<file path="src/hdl/bcf_pkg.sv">
// Constants and carrier types for the bridge control field block
package bcf_pkg;
  // Register byte offsets on APB
  localparam logic [11:0] OFF_IO_UPPER = 12'h030;
  localparam logic [11:0] OFF_BCTL     = 12'h03c;
  localparam logic [11:0] OFF_IO_LOWER = 12'h080;
  localparam logic [11:0] OFF_ISTAT    = 12'h084;
  localparam logic [11:0] OFF_IMASK    = 12'h088;
  localparam logic [1:0]  WORD_ALIGN   = 2'h0;

  // Bridge control bit positions within the dword at 3Ch
  localparam int BIT_POISON_EN = 16;
  localparam int BIT_ERR_FWD   = 17;
  localparam int BIT_ALIAS_EN  = 18;
  localparam int BIT_VGA_EN    = 19;
  localparam int BIT_VGA16     = 20;
  localparam int BIT_HOT_RST   = 22;

  // Writable bits: 16..20 and 22; 21, 23..31 and low half read zero
  localparam logic [31:0] BCTL_WMASK = 32'h005f0000;
  localparam logic [31:0] BCTL_RESET = 32'h00000000;
  localparam logic [15:0] EXT_RESET  = 16'h0000;

  // VGA windows
  localparam logic [31:0] VGA_MEM_LO = 32'h000a0000;
  localparam logic [31:0] VGA_MEM_HI = 32'h000bffff;
  localparam logic [9:0]  VGA_IO_ALO = 10'h3b0;
  localparam logic [9:0]  VGA_IO_AHI = 10'h3bb;
  localparam logic [9:0]  VGA_IO_BLO = 10'h3c0;
  localparam logic [9:0]  VGA_IO_BHI = 10'h3df;

  // Interrupt event bits
  localparam int EV_POISON = 0;
  localparam int EV_ERRFWD = 1;
  localparam int EV_HOTRST = 2;
  localparam int EV_W      = 3;
  localparam logic [EV_W-1:0] EV_RESET = 3'h0;

  // Transaction presented to the decoder
  typedef struct packed {
    logic        valid;
    logic        isIo;
    logic        isMem;
    logic        isErrMsg;
    logic        poisoned;
    logic [31:0] addr;
  } bcf_req_t;

  // Registered routing decision
  typedef struct packed {
    logic valid;
    logic fwdDown;
    logic fwdUp;
    logic vgaHit;
    logic errFwd;
    logic poisonRpt;
  } bcf_dec_t;

  typedef enum logic [1:0] {APB_IDLE, APB_SETUP, APB_ACCESS} bcf_apb_t;
endpackage

</file>
<file path="src/hdl/bcf_bridge_control.sv">
// Bridge control fields, I/O window extension and routing decode
// What this block does
// - Bit 16 clear ignores secondary poisoned TLPs; set detects, reports.
// - Bit 17 enables forwarding secondary error messages to primary.
// - Alias bit 18 clear forwards every I/O window address downstream.
// - Alias set sends low 64KB top-768-byte-per-1KB window addresses up.
// - VGA bit 19 forwards memory 000A0000h to 000BFFFFh, else ignored.
// - VGA bit also forwards low-64KB I/O at 3B0-3BBh and 3C0-3DFh.
// - Bit 20 selects 10-bit or 16-bit VGA I/O decode, reset zero.
// - Downstream port bit 22 issues hot reset to its attached device.
// - Upstream port bit 22 drives hot reset on all downstream ports.
// - Bits 21 and 23 to 27 read zero; writes ignored.
// - I/O base and limit upper 16 bits are writable, reset zero.
`timescale 1ns/1ps
module bcf_bridge_control
(
  input  wire logic             clk_sys,        // Core clock, 100 MHz
  input  wire logic             rst_b,          // Async reset, low
  input  wire logic             portIsUpstream, // Port role strap
  input  wire logic             psel,           // APB select
  input  wire logic             penable,        // APB enable
  input  wire logic             pwrite,         // APB direction
  input  wire logic [11:0]      paddr,          // APB byte address
  input  wire logic [31:0]      pwdata,         // APB write data
  input  wire bcf_pkg::bcf_req_t req,           // Transaction to route
  output logic                  pready,         // APB ready
  output logic                  pslverr,        // APB error
  output logic [31:0]           prdata,         // APB read data
  output bcf_pkg::bcf_dec_t     dec,            // Routing decision
  output logic                  linkHotReset,   // Hot reset own link
  output logic                  allDownHotReset,// Hot reset all downs
  output logic                  irq             // Level interrupt
);

  logic                     rstSync1;
  logic                     rstSync2;
  logic [31:0]              bctl;
  logic [15:0]              ioBaseUp;
  logic [15:0]              ioLimitUp;
  logic [15:0]              ioBaseLo;
  logic [15:0]              ioLimitLo;
  logic [bcf_pkg::EV_W-1:0] istat;
  logic [bcf_pkg::EV_W-1:0] imask;
  logic [bcf_pkg::EV_W-1:0] evSet;
  logic                     hotRstPrev;
  logic                     setupPh;
  logic                     wrDone;
  logic                     mapped;
  logic [31:0]              rdMux;
  logic [31:0]              ioBottom;
  logic [31:0]              ioTop;
  logic                     inIoWin;
  logic                     aliasHit;
  logic                     vgaIo;
  logic                     vgaMem;
  bcf_pkg::bcf_dec_t        next_dec;

  // Does a word address match a given register offset
  function automatic logic hitOff(input logic [11:0] a,
                                  input logic [11:0] off);
    hitOff = (a[11:2] == off[11:2]);
  endfunction

  // Inclusive range test used by the I/O window and VGA memory compares
  function automatic logic inRange(input logic [31:0] a,
                                   input logic [31:0] lo,
                                   input logic [31:0] hi);
    inRange = (a >= lo) && (a <= hi);
  endfunction

  // Low ten bits inside either VGA I/O span
  function automatic logic vgaIoLow(input logic [9:0] a);
    vgaIoLow = ((a >= bcf_pkg::VGA_IO_ALO) && (a <= bcf_pkg::VGA_IO_AHI))
            || ((a >= bcf_pkg::VGA_IO_BLO) && (a <= bcf_pkg::VGA_IO_BHI));
  endfunction

  // Reset release through two flops; only constants load on assert
  always_ff @(posedge clk_sys or negedge rst_b)
  begin
    if (!rst_b)
    begin
      rstSync1 <= 1'b0;
      rstSync2 <= 1'b0;
    end
    else
    begin
      rstSync1 <= 1'b1;
      rstSync2 <= rstSync1;
    end
  end

  // APB phase tracking: no wait state, yet read data leaves a flop
  assign setupPh = psel && !penable;
  assign wrDone  = psel && penable && pready && pwrite && !pslverr;
  assign mapped  = (paddr[1:0] == bcf_pkg::WORD_ALIGN)
                && (hitOff(paddr, bcf_pkg::OFF_IO_UPPER)
                 || hitOff(paddr, bcf_pkg::OFF_BCTL)
                 || hitOff(paddr, bcf_pkg::OFF_IO_LOWER)
                 || hitOff(paddr, bcf_pkg::OFF_ISTAT)
                 || hitOff(paddr, bcf_pkg::OFF_IMASK));

  // Read mux; unwritable bridge control bits are never stored
  always_comb
  begin
    rdMux = 32'h00000000;
    if (hitOff(paddr, bcf_pkg::OFF_IO_UPPER))
      rdMux = {ioLimitUp, ioBaseUp};
    else if (hitOff(paddr, bcf_pkg::OFF_BCTL))
      rdMux = bctl & bcf_pkg::BCTL_WMASK;
    else if (hitOff(paddr, bcf_pkg::OFF_IO_LOWER))
      rdMux = {ioLimitLo, ioBaseLo};
    else if (hitOff(paddr, bcf_pkg::OFF_ISTAT))
      rdMux = {29'h0, istat};
    else if (hitOff(paddr, bcf_pkg::OFF_IMASK))
      rdMux = {29'h0, imask};
  end

  // APB answer flops, latched in the setup cycle
  always_ff @(posedge clk_sys or negedge rstSync2)
  begin
    if (!rstSync2)
    begin
      pready  <= 1'b0;
      pslverr <= 1'b0;
      prdata  <= 32'h00000000;
    end
    else
    begin
      pready  <= setupPh;
      pslverr <= setupPh && !mapped;
      if (setupPh)
        prdata <= (mapped && !pwrite) ? rdMux : 32'h00000000;
    end
  end

  // Bridge control: masked write keeps fixed-zero fields at zero
  always_ff @(posedge clk_sys or negedge rstSync2)
  begin
    if (!rstSync2)
      bctl <= bcf_pkg::BCTL_RESET;
    else if (wrDone && hitOff(paddr, bcf_pkg::OFF_BCTL))
      bctl <= pwdata & bcf_pkg::BCTL_WMASK;
  end

  // I/O window extension and low window registers
  always_ff @(posedge clk_sys or negedge rstSync2)
  begin
    if (!rstSync2)
    begin
      ioBaseUp  <= bcf_pkg::EXT_RESET;
      ioLimitUp <= bcf_pkg::EXT_RESET;
      ioBaseLo  <= bcf_pkg::EXT_RESET;
      ioLimitLo <= bcf_pkg::EXT_RESET;
    end
    else if (wrDone)
    begin
      if (hitOff(paddr, bcf_pkg::OFF_IO_UPPER))
      begin
        ioBaseUp  <= pwdata[15:0];
        ioLimitUp <= pwdata[31:16];
      end
      if (hitOff(paddr, bcf_pkg::OFF_IO_LOWER))
      begin
        ioBaseLo  <= pwdata[15:0];
        ioLimitLo <= pwdata[31:16];
      end
    end
  end

  // Window and VGA matching on the presented address
  assign ioBottom = {ioBaseUp, ioBaseLo};
  assign ioTop    = {ioLimitUp, ioLimitLo};
  assign inIoWin  = inRange(req.addr, ioBottom, ioTop);
  // Alias space: below 64KB and offset 100h..3FFh within each 1KB
  assign aliasHit = (req.addr[31:16] == 16'h0000)
                 && (req.addr[9:8] != 2'h0);
  // 10-bit decode ignores A15..A10, so aliases above 1KB also match
  assign vgaIo    = (req.addr[31:16] == 16'h0000)
                 && vgaIoLow(req.addr[9:0])
                 && (!bctl[bcf_pkg::BIT_VGA16]
                  || (req.addr[15:10] == 6'h00));
  assign vgaMem   = inRange(req.addr, bcf_pkg::VGA_MEM_LO,
                            bcf_pkg::VGA_MEM_HI);

  // Routing decision; VGA wins over the alias steering for I/O
  always_comb
  begin
    next_dec           = '0;
    next_dec.valid     = req.valid;
    if (req.valid && req.isIo)
    begin
      if (bctl[bcf_pkg::BIT_VGA_EN] && vgaIo)
      begin
        next_dec.vgaHit  = 1'b1;
        next_dec.fwdDown = 1'b1;
      end
      else if (inIoWin)
      begin
        if (bctl[bcf_pkg::BIT_ALIAS_EN] && aliasHit)
          next_dec.fwdUp   = 1'b1;
        else
          next_dec.fwdDown = 1'b1;
      end
    end
    if (req.valid && req.isMem && bctl[bcf_pkg::BIT_VGA_EN] && vgaMem)
    begin
      next_dec.vgaHit  = 1'b1;
      next_dec.fwdDown = 1'b1;
    end
    next_dec.errFwd    = req.valid && req.isErrMsg
                      && bctl[bcf_pkg::BIT_ERR_FWD];
    next_dec.poisonRpt = req.valid && req.poisoned
                      && bctl[bcf_pkg::BIT_POISON_EN];
  end

  // Decision leaves a flop one cycle after the request
  always_ff @(posedge clk_sys or negedge rstSync2)
  begin
    if (!rstSync2)
      dec <= '0;
    else
      dec <= next_dec;
  end

  // Hot reset levels follow bit 22 for as long as it stays set
  always_ff @(posedge clk_sys or negedge rstSync2)
  begin
    if (!rstSync2)
    begin
      linkHotReset    <= 1'b0;
      allDownHotReset <= 1'b0;
      hotRstPrev      <= 1'b0;
    end
    else
    begin
      linkHotReset    <= bctl[bcf_pkg::BIT_HOT_RST]
                      && !portIsUpstream;
      allDownHotReset <= bctl[bcf_pkg::BIT_HOT_RST]
                      && portIsUpstream;
      hotRstPrev      <= bctl[bcf_pkg::BIT_HOT_RST];
    end
  end

  // Interrupt events
  assign evSet[bcf_pkg::EV_POISON] = next_dec.poisonRpt;
  assign evSet[bcf_pkg::EV_ERRFWD] = next_dec.errFwd;
  assign evSet[bcf_pkg::EV_HOTRST] = bctl[bcf_pkg::BIT_HOT_RST]
                                  && !hotRstPrev;

  // Sticky status, write one to clear; a same-cycle event wins
  always_ff @(posedge clk_sys or negedge rstSync2)
  begin
    if (!rstSync2)
      istat <= bcf_pkg::EV_RESET;
    else if (wrDone && hitOff(paddr, bcf_pkg::OFF_ISTAT))
      istat <= (istat & ~pwdata[bcf_pkg::EV_W-1:0]) | evSet;
    else
      istat <= istat | evSet;
  end

  // Interrupt mask
  always_ff @(posedge clk_sys or negedge rstSync2)
  begin
    if (!rstSync2)
      imask <= bcf_pkg::EV_RESET;
    else if (wrDone && hitOff(paddr, bcf_pkg::OFF_IMASK))
      imask <= pwdata[bcf_pkg::EV_W-1:0];
  end

  // Level interrupt, registered so it lags status by one cycle
  always_ff @(posedge clk_sys or negedge rstSync2)
  begin
    if (!rstSync2)
      irq <= 1'b0;
    else
      irq <= |(istat & imask);
  end
endmodule

</file>
<file path="config.mk">
export PLATFORM = sky130hd
export DESIGN_NAME = bcf_bridge_control
export DESIGN_NICKNAME = d
export VERILOG_FILES = /design/src/hdl/bcf_pkg.sv /design/src/hdl/bcf_bridge_control.sv
export SDC_FILE = /design/constraint.sdc
export NUM_CORES = 1
export LEC_CHECK = 0
export BUFFER_PORTS_ARGS = -buffer_cell sky130_fd_sc_hd__buf_2
export CORE_UTILIZATION = 50
export DETAILED_ROUTE_END_ITERATION = 10
export GPL_TIMING_DRIVEN = 0
export PLACE_DENSITY_LB_ADDON = 0.05
export SKIP_CTS_REPAIR_TIMING = 1
export SYNTH_ARGS = -nofsm -noshare
export SYNTH_HDL_FRONTEND = slang
export SYNTH_SLANG_ARGS = --single-unit
</file>
<file path="constraint.sdc">
create_clock -name clk_sys -period 3.68 [get_ports clk_sys]
set_input_delay 0.552 -clock clk_sys [delete_from_list [all_inputs] [get_ports clk_sys]]
set_output_delay 0.552 -clock clk_sys [all_outputs]
set_load 0.005 [all_outputs]
</file>
# Word level (Yosys, flattened, before mapping)
# Cells that the tools add are included.
[totals]
register_bits = 122
inputBits = 87
word_cells = 107
[classes]
order_cmp = 8
n_eq_ne = 5
muxes = 16
bitwise_logic = 5
reduce_logical = 51
[op_table]
columns = ["op", "count"]
rows = [
  ["$mux 32", 4],
  ["$ge 32x20->1 const B", 1],
  ["$ge 32x32->1", 1],
  ["$le 32x20->1 const B", 1],
  ["$le 32x32->1", 1],
  ["$logic_and 1x1->1", 31],
  ["$eq 10x6->1 const B", 3],
  ["$eq 10x4->1 const B", 2],
  ["$ge 10x10->1 const B", 2],
  ["$le 10x10->1 const B", 2],
  ["$logic_not 16->1", 1],
  ["$mux 3", 4],
  ["$logic_not 1->1", 7],
  ["$mux 1", 7],
  ["$and 3x3->3", 2],
  ["$logic_not 6->1", 1],
  ["$logic_or 1x1->1", 6],
  ["$or 3x3->3", 2],
  ["$reduce_and 2->1", 2],
  ["$not 3->3", 1],
  ["$reduce_or 3->1", 1],
  ["$logic_not 2->1", 1],
  ["$mux 2", 1],
  ["$reduce_bool 2->1", 1],
]

# Depth between registers and ports, before layout
# Gate-level depths: netlist of the first run.
[depth]
ltp_word = 9
ltp_mapped = 8
ltp_nobuf = 8

# Least setup slack after synthesis of the first run
# Ideal clock, no wire load.
[synth_path]
kind = "input to register"
start = "input req[0] in the netlist's numbering"
end = "register dec[4] in the netlist's numbering"
arrival_ps = 2150
required_time_ps = 3555
path_slack_ps = 1404
path_stages = 8
cell_sequence = "inv_1 ha_1 nand2b_1 a2111oi_0 o311ai_1 a2111o_1 a21oi_1 o31ai_1"
[synth_lines]
columns = ["item", "line", "text"]
rows = [
  ["start: declaration", "bcf_bridge_control.sv:25", "input wire bcf_pkg::bcf_req_t req,"],
  ["end signal: assignment", "bcf_bridge_control.sv:222", "dec <= next_dec;"],
  ["end: declaration", "bcf_bridge_control.sv:29", "output bcf_pkg::bcf_dec_t dec,"],
]

# Final worst setup path of the first run
[layout_path]
start = "input paddr[6]"
end = "register bctl[22]"
[layout_between]
elab_chain_cells = 2
[layout_rtl]
columns = ["item", "line", "text"]
rows = [
  ["start: declaration", "bcf_bridge_control.sv:23", "input wire logic [11:0] paddr,"],
  ["$eq 10x4->1", "bcf_bridge_control.sv:61", "hitOff = (a[11:2] == off[11:2]);"],
  ["$logic_and 1x1->1", "bcf_bridge_control.sv:141", "else if (wrDone && hitOff(paddr, bcf_pkg::OFF_BCTL))"],
  ["end signal: assignment", "bcf_bridge_control.sv:140", "bctl <= bcf_pkg::BCTL_RESET;"],
  ["end signal: assignment", "bcf_bridge_control.sv:142", "bctl <= pwdata & bcf_pkg::BCTL_WMASK;"],
  ["end: declaration", "bcf_bridge_control.sv:37", "logic [31:0] bctl;"],
]
# Every way passes these cells.
# A chain may end at the register's enable or synchronous reset.

==> impl_results.html, run 1 <==
<table>
<tr><th>Metric</th><th>Value</th></tr>
<tr><th colspan="2">Floorplanning</th></tr>
<tr><td>Die Area</td><td>13800 um2</td></tr>
<tr><td>Standard-cell row count</td><td>41</td></tr>
<tr><td>Core area</td><td>12800 um2</td></tr>
<tr><td>IO Count</td><td>130</td></tr>
<tr><td>Starting utilization of the core area</td><td>52.1%</td></tr>
<tr><td>X dimension of the die</td><td>118 um</td></tr>
<tr><td>Vertical extent of the die</td><td>118 um</td></tr>
<tr><th colspan="2">Setup path</th></tr>
<tr><td>Kind of start point of the critical path</td><td>primary input</td></tr>
<tr><td>Startpoint of the lowest-slack register-to-register path</td><td>ioBaseLo[0]$_DFFE_PN0P_</td></tr>
<tr><td>Critical path startpoint</td><td>paddr[6]</td></tr>
<tr><td>Crit end category</td><td>flop</td></tr>
<tr><td>CP arrival</td><td>2920 ps</td></tr>
<tr><td>Worst Path Class, Setup</td><td>primary input to flop</td></tr>
<tr><td>Worst Path Max Fanout</td><td>7</td></tr>
<tr><td>Required @ worst endpoint</td><td>3980 ps</td></tr>
<tr><th colspan="2">Route</th></tr>
<tr><td>First-iteration detailed-routing DRC count</td><td>348</td></tr>
<tr><td>Remaining number of nets flagged by the antenna check after routing</td><td>0</td></tr>
<tr><td>Wire length per cell</td><td>19.1 um</td></tr>
<tr><td>WL final</td><td>18100 um</td></tr>
<tr><td>Vias per cell</td><td>5.63</td></tr>
<tr><td>DRC violations left</td><td>0</td></tr>
<tr><td>First drt pass iteration count</td><td>5</td></tr>
<tr><td>Via count</td><td>5344</td></tr>
<tr><th colspan="2">Synthesis</th></tr>
<tr><td>Mean Syn Cell Area</td><td>10.9 um2</td></tr>
<tr><td>Netlist cell types</td><td>50</td></tr>
<tr><td>Sequential area share after synthesis</td><td>45.7%</td></tr>
<tr><td>Yosys warning count</td><td>0</td></tr>
<tr><td>Primary FF master, synth</td><td>sky130_fd_sc_hd__dfrtp_1</td></tr>
<tr><td>Post-Syn Area</td><td>6690 um2</td></tr>
<tr><td>Post-synthesis register bit count</td><td>122</td></tr>
<tr><td>Share of flip-flops with an asynchronous set or reset</td><td>100%</td></tr>
<tr><td>Synthesized instance count</td><td>616</td></tr>
<tr><td>Number of synthesized flops with an enable pin</td><td>0</td></tr>
<tr><td>Post-synth net total</td><td>767</td></tr>
<tr><th colspan="2">Clocking</th></tr>
<tr><td>Clock net sink count</td><td>122</td></tr>
<tr><td>Number of H-tree levels</td><td>4</td></tr>
<tr><td>Clock Pin Slew Worst Setup and Hold Paths</td><td>60 ps</td></tr>
<tr><td>Clock latency on the worst-skew pair</td><td>420 ps</td></tr>
<tr><td>Root buffer cell</td><td>sky130_fd_sc_hd__clkbuf_16</td></tr>
<tr><td>CTS tree</td><td>yes</td></tr>
<tr><td>Cts bufs inserted</td><td>17</td></tr>
<tr><td>Clock Path Buffers</td><td>2</td></tr>
<tr><th colspan="2">Power and ir drop</th></tr>
<tr><td>Total design power</td><td>3.39 mW</td></tr>
<tr><td>Combinational Power Share</td><td>6.3%</td></tr>
<tr><td>Sequential cell fraction of total power</td><td>40.1%</td></tr>
<tr><td>Net switching power</td><td>0.749 mW</td></tr>
<tr><td>Internal power</td><td>2.64 mW</td></tr>
<tr><td>Switching fraction of total power</td><td>22.1%</td></tr>
<tr><td>Maximum vdd ir drop</td><td>307 uV</td></tr>
<tr><td>Leakage dissipation</td><td>4.04 nW</td></tr>
<tr><td>Total power per unit cell area</td><td>412 nW/um2</td></tr>
<tr><td>Clock network fraction of design power</td><td>53.6%</td></tr>
<tr><th colspan="2">Global route</th></tr>
<tr><td>Overall overflow remaining after global route</td><td>0</td></tr>
<tr><td>Number of global-route vias before repair</td><td>5378</td></tr>
<tr><td>Pin count of the biggest net entering global routing</td><td>73</td></tr>
<tr><td>Initial antenna violation count</td><td>0</td></tr>
<tr><td>Busiest grt layer</td><td>met2</td></tr>
<tr><td>Global-route usage over all layers</td><td>27.7%</td></tr>
<tr><td>Global-route wire length before repair</td><td>28900 um</td></tr>
<tr><td>Met1 Use GR</td><td>37.9%</td></tr>
<tr><td>Met3 track demand over resource</td><td>7.27%</td></tr>
<tr><td>Global-route met2 utilization</td><td>41.9%</td></tr>
<tr><th colspan="2">Timing</th></tr>
<tr><td>Setup repair after global routing missed its margin</td><td>no</td></tr>
<tr><td>Max-slew violation count</td><td>0</td></tr>
<tr><td>Number of setup violations in the final report</td><td>0</td></tr>
<tr><td>Worst Max-Slew Pin Slew</td><td>1200 ps</td></tr>
<tr><td>Post-route worst setup slack</td><td>1070 ps</td></tr>
<tr><td>Hold Violations, Final</td><td>0</td></tr>
<tr><td>Clock tree skew after final layout</td><td>3.71 ps</td></tr>
<tr><td>Final worst path period need</td><td>2610 ps</td></tr>
<tr><td>Fin Setup TNS</td><td>0 ps</td></tr>
<tr><td>Fmax achieved</td><td>0.383 GHz</td></tr>
<tr><td>Slew headroom</td><td>19.6%</td></tr>
<tr><td>Share of the clock period used by the worst path after layout</td><td>71.0%</td></tr>
<tr><th colspan="2">Placement</th></tr>
<tr><td>Placed wire-length estimate</td><td>13800 um</td></tr>
<tr><td>Dpl cells</td><td>916</td></tr>
<tr><td>PortBufs</td><td>127</td></tr>
<tr><td>Final weighted congestion of routability-driven global placement</td><td>0.907</td></tr>
<tr><td>Post-Place Setup Slack</td><td>664 ps</td></tr>
<tr><th colspan="2">Worst hold path</th></tr>
<tr><td>HP Start</td><td>portIsUpstream</td></tr>
<tr><td>Worst min-delay path class</td><td>primary input to flop</td></tr>
<tr><th colspan="2">Final layout</th></tr>
<tr><td>Antenna diode instance count</td><td>0</td></tr>
<tr><td>Layout-stage area growth over the synthesis result</td><td>23.0%</td></tr>
<tr><td>Commonest cells after routing, fill and taps aside</td><td>130 x sky130_fd_sc_hd__buf_2, 121 x sky130_fd_sc_hd__dfrtp_1, 67 x sky130_fd_sc_hd__inv_1, 64 x sky130_fd_sc_hd__ha_1, 59 x sky130_fd_sc_hd__nand2_1</td></tr>
<tr><td>Non-filler cells in the finished layout</td><td>949</td></tr>
<tr><td>Fraction of layout cells with a size suffix above 1</td><td>31.7%</td></tr>
<tr><td>Final core utilization</td><td>64.1%</td></tr>
<tr><td>Most common cell after layout, fill and taps aside</td><td>sky130_fd_sc_hd__buf_2</td></tr>
<tr><td>Net total in the final layout</td><td>915</td></tr>
<tr><th colspan="2">Run status</th></tr>
<tr><td>Outcome</td><td>complete, no violations</td></tr>
<tr><th colspan="2">Run</th></tr>
<tr><td>Max Cap Viol</td><td>0</td></tr>
</table>
[registers in the layout, summed over array words and instances, names as in the netlist, 3 cells and up]
signal and cells:
bctl 6, dec 6, imask 3, ioBaseLo 16
ioBaseUp 16, ioLimitLo 16, ioLimitUp 16, istat 3
prdata 32
[layout make-up]
type / instances / area (um2)
Sequential cell: 122 / 3060
Buffer: 21 / 113
Fill cell: 1065 / 4600
Clock inverter: 10 / 163
Clock buffer: 22 / 484
Inverter: 67 / 251
Tap cell: 172 / 215
Timing Repair Buffer: 129 / 673
Multi-Input combinational cell: 406 / 3270
[path summary, 6_finish.rpt]
check / endpoint / slack, ps / cells past startpoint
max in group asynchronous: ioBaseLo[2]$_DFFE_PN0P_ / 2530 / 1
min in group asynchronous: prdata[13]$_DFFE_PN0P_ / 360 / 0
worst max register to register: dec[3]$_DFF_PN0_ / 1150 / 7
worst max-delay path: bctl[22]$_DFFE_PN0P_ / 1070 / 6
worst min register to register: prdata[13]$_DFFE_PN0P_ / 360 / 0
worst min-delay path: linkHotReset$_DFF_PN0_ / 290 / 2
[critical path, stage by stage]
cell and delay, ps:
sky130_fd_sc_hd__buf_2 100, sky130_fd_sc_hd__nor3_1 190, sky130_fd_sc_hd__nand2_1 170, sky130_fd_sc_hd__nor3_1 990, sky130_fd_sc_hd__nand2_1 510, sky130_fd_sc_hd__mux2_2 400
[cells by family after synthesis]
group,synth area share [%]
adders and majority gates,12.0
other,0.0561
muxes,14.4
DFF,45.7
buffers and inverters,5.45
and+or+nand+nor,10.4
AOI/OAI and AO/OA,12.0
[per-layer routing]
layer / part of all wire [%] / vias to the layer above
met5: 0 / -
met4: 2.6 / 0
met3: 6.0 / 34
met2: 46 / 181
met1: 45 / 2623
li1: - / 2506
[through the flow]
stage	hold slack (ps)	area, um2
after CTS	-108	8210
after global routing	290	8220
after detailed placement	339	7570
final	287	8220
after global placement	337	7540
after floorplan	256	6690
[synth_stat cells (13+ instances only)]
cell,count,area [um2]
sky130_fd_sc_hd__a21oi_1,32,160
sky130_fd_sc_hd__a22oi_1,23,173
sky130_fd_sc_hd__dfrtp_1,122,3050
sky130_fd_sc_hd__ha_1,64,801
sky130_fd_sc_hd__inv_1,67,251
sky130_fd_sc_hd__mux2_2,43,484
sky130_fd_sc_hd__mux2_4,30,450
sky130_fd_sc_hd__nand2_1,59,221
sky130_fd_sc_hd__nand4_1,13,81.3
sky130_fd_sc_hd__nor2_1,22,82.6
sky130_fd_sc_hd__o21ai_0,37,185
[power by group through the flow]
stage          Combinational, mW  Clock (mW)  Sequential, mW
5_1_grt                    0.240        1.91            1.36
3_3_place_gp               0.185           0            1.40
6_report                   0.213        1.82            1.36
3_5_place_dp               0.212           0            1.38
4_1_cts                    0.213        1.83            1.36
2_1_floorplan             0.0888           0            1.39
No activity file was read; power rests on OpenSTA's default activity.
==> inputs of run 2 (changes only) <==
- clock period: 3.68 -> 2.4 ns (I/O delays scaled with it)
==> run 2 against run 1 <==
Core utilization grew 0.88 points. Via count decreased by 0.34%. Routed wire length shrank 0.29%. Combinational power grew 57%. Worst setup slack lost 990 ps. Die area did not move. Critical path type is now flop to flop. Highest routed layer unchanged.
==> impl_results.html, run 2 (same netlist as run 1, synthesis figures left out) <==
<table>
<tr><th>Metric</th><th>Value</th></tr>
<tr><th colspan="2">Timing</th></tr>
<tr><td>Max-slew violation count</td><td>0</td></tr>
<tr><td>Fmax achieved</td><td>0.430 GHz</td></tr>
<tr><td>Slew headroom</td><td>37.8%</td></tr>
<tr><td>Clock tree skew after final layout</td><td>7.30 ps</td></tr>
<tr><td>Hold Violations, Final</td><td>0</td></tr>
<tr><td>Worst Max-Slew Pin Slew</td><td>933 ps</td></tr>
<tr><td>Final worst path period need</td><td>2320 ps</td></tr>
<tr><td>Share of the clock period used by the worst path after layout</td><td>96.8%</td></tr>
<tr><td>Hold Slack</td><td>98.6 ps</td></tr>
<tr><td>Number of setup violations in the final report</td><td>0</td></tr>
<tr><td>Post-route worst setup slack</td><td>76.5 ps</td></tr>
<tr><th colspan="2">Final layout</th></tr>
<tr><td>Antenna diode instance count</td><td>0</td></tr>
<tr><td>Layout-stage area growth over the synthesis result</td><td>24.7%</td></tr>
<tr><td>Fraction of layout cells with a size suffix above 1</td><td>32.7%</td></tr>
<tr><td>Final core utilization</td><td>65.0%</td></tr>
<tr><td>Number of flip-flops in the largest register</td><td>32</td></tr>
<tr><td>Net total in the final layout</td><td>915</td></tr>
<tr><td>Non-filler cells in the finished layout</td><td>949</td></tr>
<tr><td>Register containing the most flip-flops in the final layout</td><td>prdata</td></tr>
<tr><td>Commonest cells after routing, fill and taps aside</td><td>130 x sky130_fd_sc_hd__buf_2, 121 x sky130_fd_sc_hd__dfrtp_1, 67 x sky130_fd_sc_hd__inv_1, 64 x sky130_fd_sc_hd__ha_1, 59 x sky130_fd_sc_hd__nand2_1</td></tr>
<tr><td>Most common cell after layout, fill and taps aside</td><td>sky130_fd_sc_hd__buf_2</td></tr>
<tr><td>Area of all placed cells without fillers</td><td>8340 um2</td></tr>
<tr><th colspan="2">Route</th></tr>
<tr><td>First drt pass iteration count</td><td>5</td></tr>
<tr><td>Via count</td><td>5326</td></tr>
<tr><td>Vias per cell</td><td>5.61</td></tr>
<tr><td>DRC violations left</td><td>0</td></tr>
<tr><td>Remaining number of nets flagged by the antenna check after routing</td><td>0</td></tr>
<tr><td>WL final</td><td>18100 um</td></tr>
<tr><td>Wire length per cell</td><td>19.1 um</td></tr>
<tr><td>First-iteration detailed-routing DRC count</td><td>331</td></tr>
<tr><th colspan="2">Floorplanning</th></tr>
<tr><td>Standard-cell row count</td><td>41</td></tr>
<tr><td>Starting utilization of the core area</td><td>52.1%</td></tr>
<tr><td>X dimension of the die</td><td>118 um</td></tr>
<tr><td>Core area</td><td>12800 um2</td></tr>
<tr><td>IO Count</td><td>130</td></tr>
<tr><td>Vertical extent of the die</td><td>118 um</td></tr>
<tr><td>Die Area</td><td>13800 um2</td></tr>
<tr><th colspan="2">Clocking</th></tr>
<tr><td>Clock latency on the worst-skew pair</td><td>420 ps</td></tr>
<tr><td>Clock Path Buffers</td><td>2</td></tr>
<tr><td>Number of H-tree levels</td><td>4</td></tr>
<tr><td>Clock net sink count</td><td>122</td></tr>
<tr><td>Cts bufs inserted</td><td>17</td></tr>
<tr><td>Root buffer cell</td><td>sky130_fd_sc_hd__clkbuf_16</td></tr>
<tr><td>CTS tree</td><td>yes</td></tr>
<tr><td>Clock Pin Slew Worst Setup and Hold Paths</td><td>60 ps</td></tr>
<tr><th colspan="2">Global route</th></tr>
<tr><td>Global-route wire length before repair</td><td>28700 um</td></tr>
<tr><td>Number of global-route vias before repair</td><td>5345</td></tr>
<tr><td>Overall overflow remaining after global route</td><td>0</td></tr>
<tr><td>Global-route usage over all layers</td><td>27.3%</td></tr>
<tr><td>Pin count of the biggest net entering global routing</td><td>67</td></tr>
<tr><td>Initial antenna violation count</td><td>0</td></tr>
<tr><th colspan="2">Setup path</th></tr>
<tr><td>Kind of start point of the critical path</td><td>flop</td></tr>
<tr><td>Worst Path Class, Setup</td><td>flop to flop</td></tr>
<tr><td>Crit end category</td><td>flop</td></tr>
<tr><td>CP arrival</td><td>2620 ps</td></tr>
<tr><td>Worst Path Max Fanout</td><td>3</td></tr>
<tr><td>Required @ worst endpoint</td><td>2700 ps</td></tr>
<tr><th colspan="2">Run</th></tr>
<tr><td>Max Cap Viol</td><td>0</td></tr>
<tr><th colspan="2">Placement</th></tr>
<tr><td>Final weighted congestion of routability-driven global placement</td><td>0.908</td></tr>
<tr><td>Placed Instance Area</td><td>7570 um2</td></tr>
<tr><td>PortBufs</td><td>127</td></tr>
<tr><td>Post-Place Setup Slack</td><td>-322 ps</td></tr>
<tr><td>Dpl cells</td><td>916</td></tr>
<tr><td>Placed wire-length estimate</td><td>13800 um</td></tr>
<tr><th colspan="2">Power and ir drop</th></tr>
<tr><td>Maximum vdd ir drop</td><td>514 uV</td></tr>
<tr><td>Total power per unit cell area</td><td>655 nW/um2</td></tr>
<tr><td>Leakage dissipation</td><td>4.08 nW</td></tr>
<tr><th colspan="2">Run status</th></tr>
<tr><td>Outcome</td><td>complete, no violations</td></tr>
<tr><th colspan="2">Worst hold path</th></tr>
<tr><td>Worst min-delay path class</td><td>primary input to flop</td></tr>
</table>
==> run 2: worst max-delay path, stage by stage (launching register included) <==
cell                      delay, ps
sky130_fd_sc_hd__dfrtp_1        390
sky130_fd_sc_hd__inv_1           90
sky130_fd_sc_hd__ha_1           300
sky130_fd_sc_hd__a21o_1         180
sky130_fd_sc_hd__nand3_1         70
sky130_fd_sc_hd__a21oi_1         70
sky130_fd_sc_hd__or4_1          510
sky130_fd_sc_hd__a22o_1         240
sky130_fd_sc_hd__nor4b_2        340
==> run 2: stage by stage <==
step / power [mW] / TNS [ps]
floorplan: 2.27 / 0
global placement: 2.43 / -42380
detailed placement: 2.45 / -8710
CTS: 5.48 / -328
global route: 5.64 / -29.6
finish: 5.46 / 0
==> run 2: cell type report <==
class	count	area, um2
fill	1065	4490
inverter	67	251
sequential	122	3060
clock buffer	18	439
tap	172	215
buffer	21	113
timing repair buffer	129	673
multi-input combinational	406	3320
clock inverter	14	268
==> run 2: worst paths after layout <==
kind / startpoint / to / slack [ps] / cells after the start
max reg2reg: ioLimitLo[9]$_DFFE_PN0P_ / dec[3]$_DFF_PN0_ / 80 / 8
max: ioLimitLo[9]$_DFFE_PN0P_ / dec[3]$_DFF_PN0_ / 80 / 8
min reg2reg: rstSync1$_DFF_PN0_ / rstSync2$_DFF_PN0_ / 350 / 0
min: portIsUpstream / linkHotReset$_DFF_PN0_ / 100 / 2
max in group asynchronous: rstSync2$_DFF_PN0_ / imask[1]$_DFFE_PN0P_ / 1230 / 1
min in group asynchronous: rst_b / rstSync2$_DFF_PN0_ / 250 / 2
==> run 2: power by group <==
part / internal, mW / switching, mW / total (mW)
Combinational: 0.138 / 0.197 / 0.335
Sequential: 2.06 / 0.0214 / 2.09
Clock: 2.09 / 0.950 / 3.04
Total: 4.29 / 1.17 / 5.46
==> run 2: layer usage <==
metal	vias up	GRT usage [%]	share of wire (%)
met2	141	43.1	47
met3	18	6.35	4.8
met5	-	0	0
met4	0	8.65	1.7
li1	2500	-	-
met1	2667	37.1	47
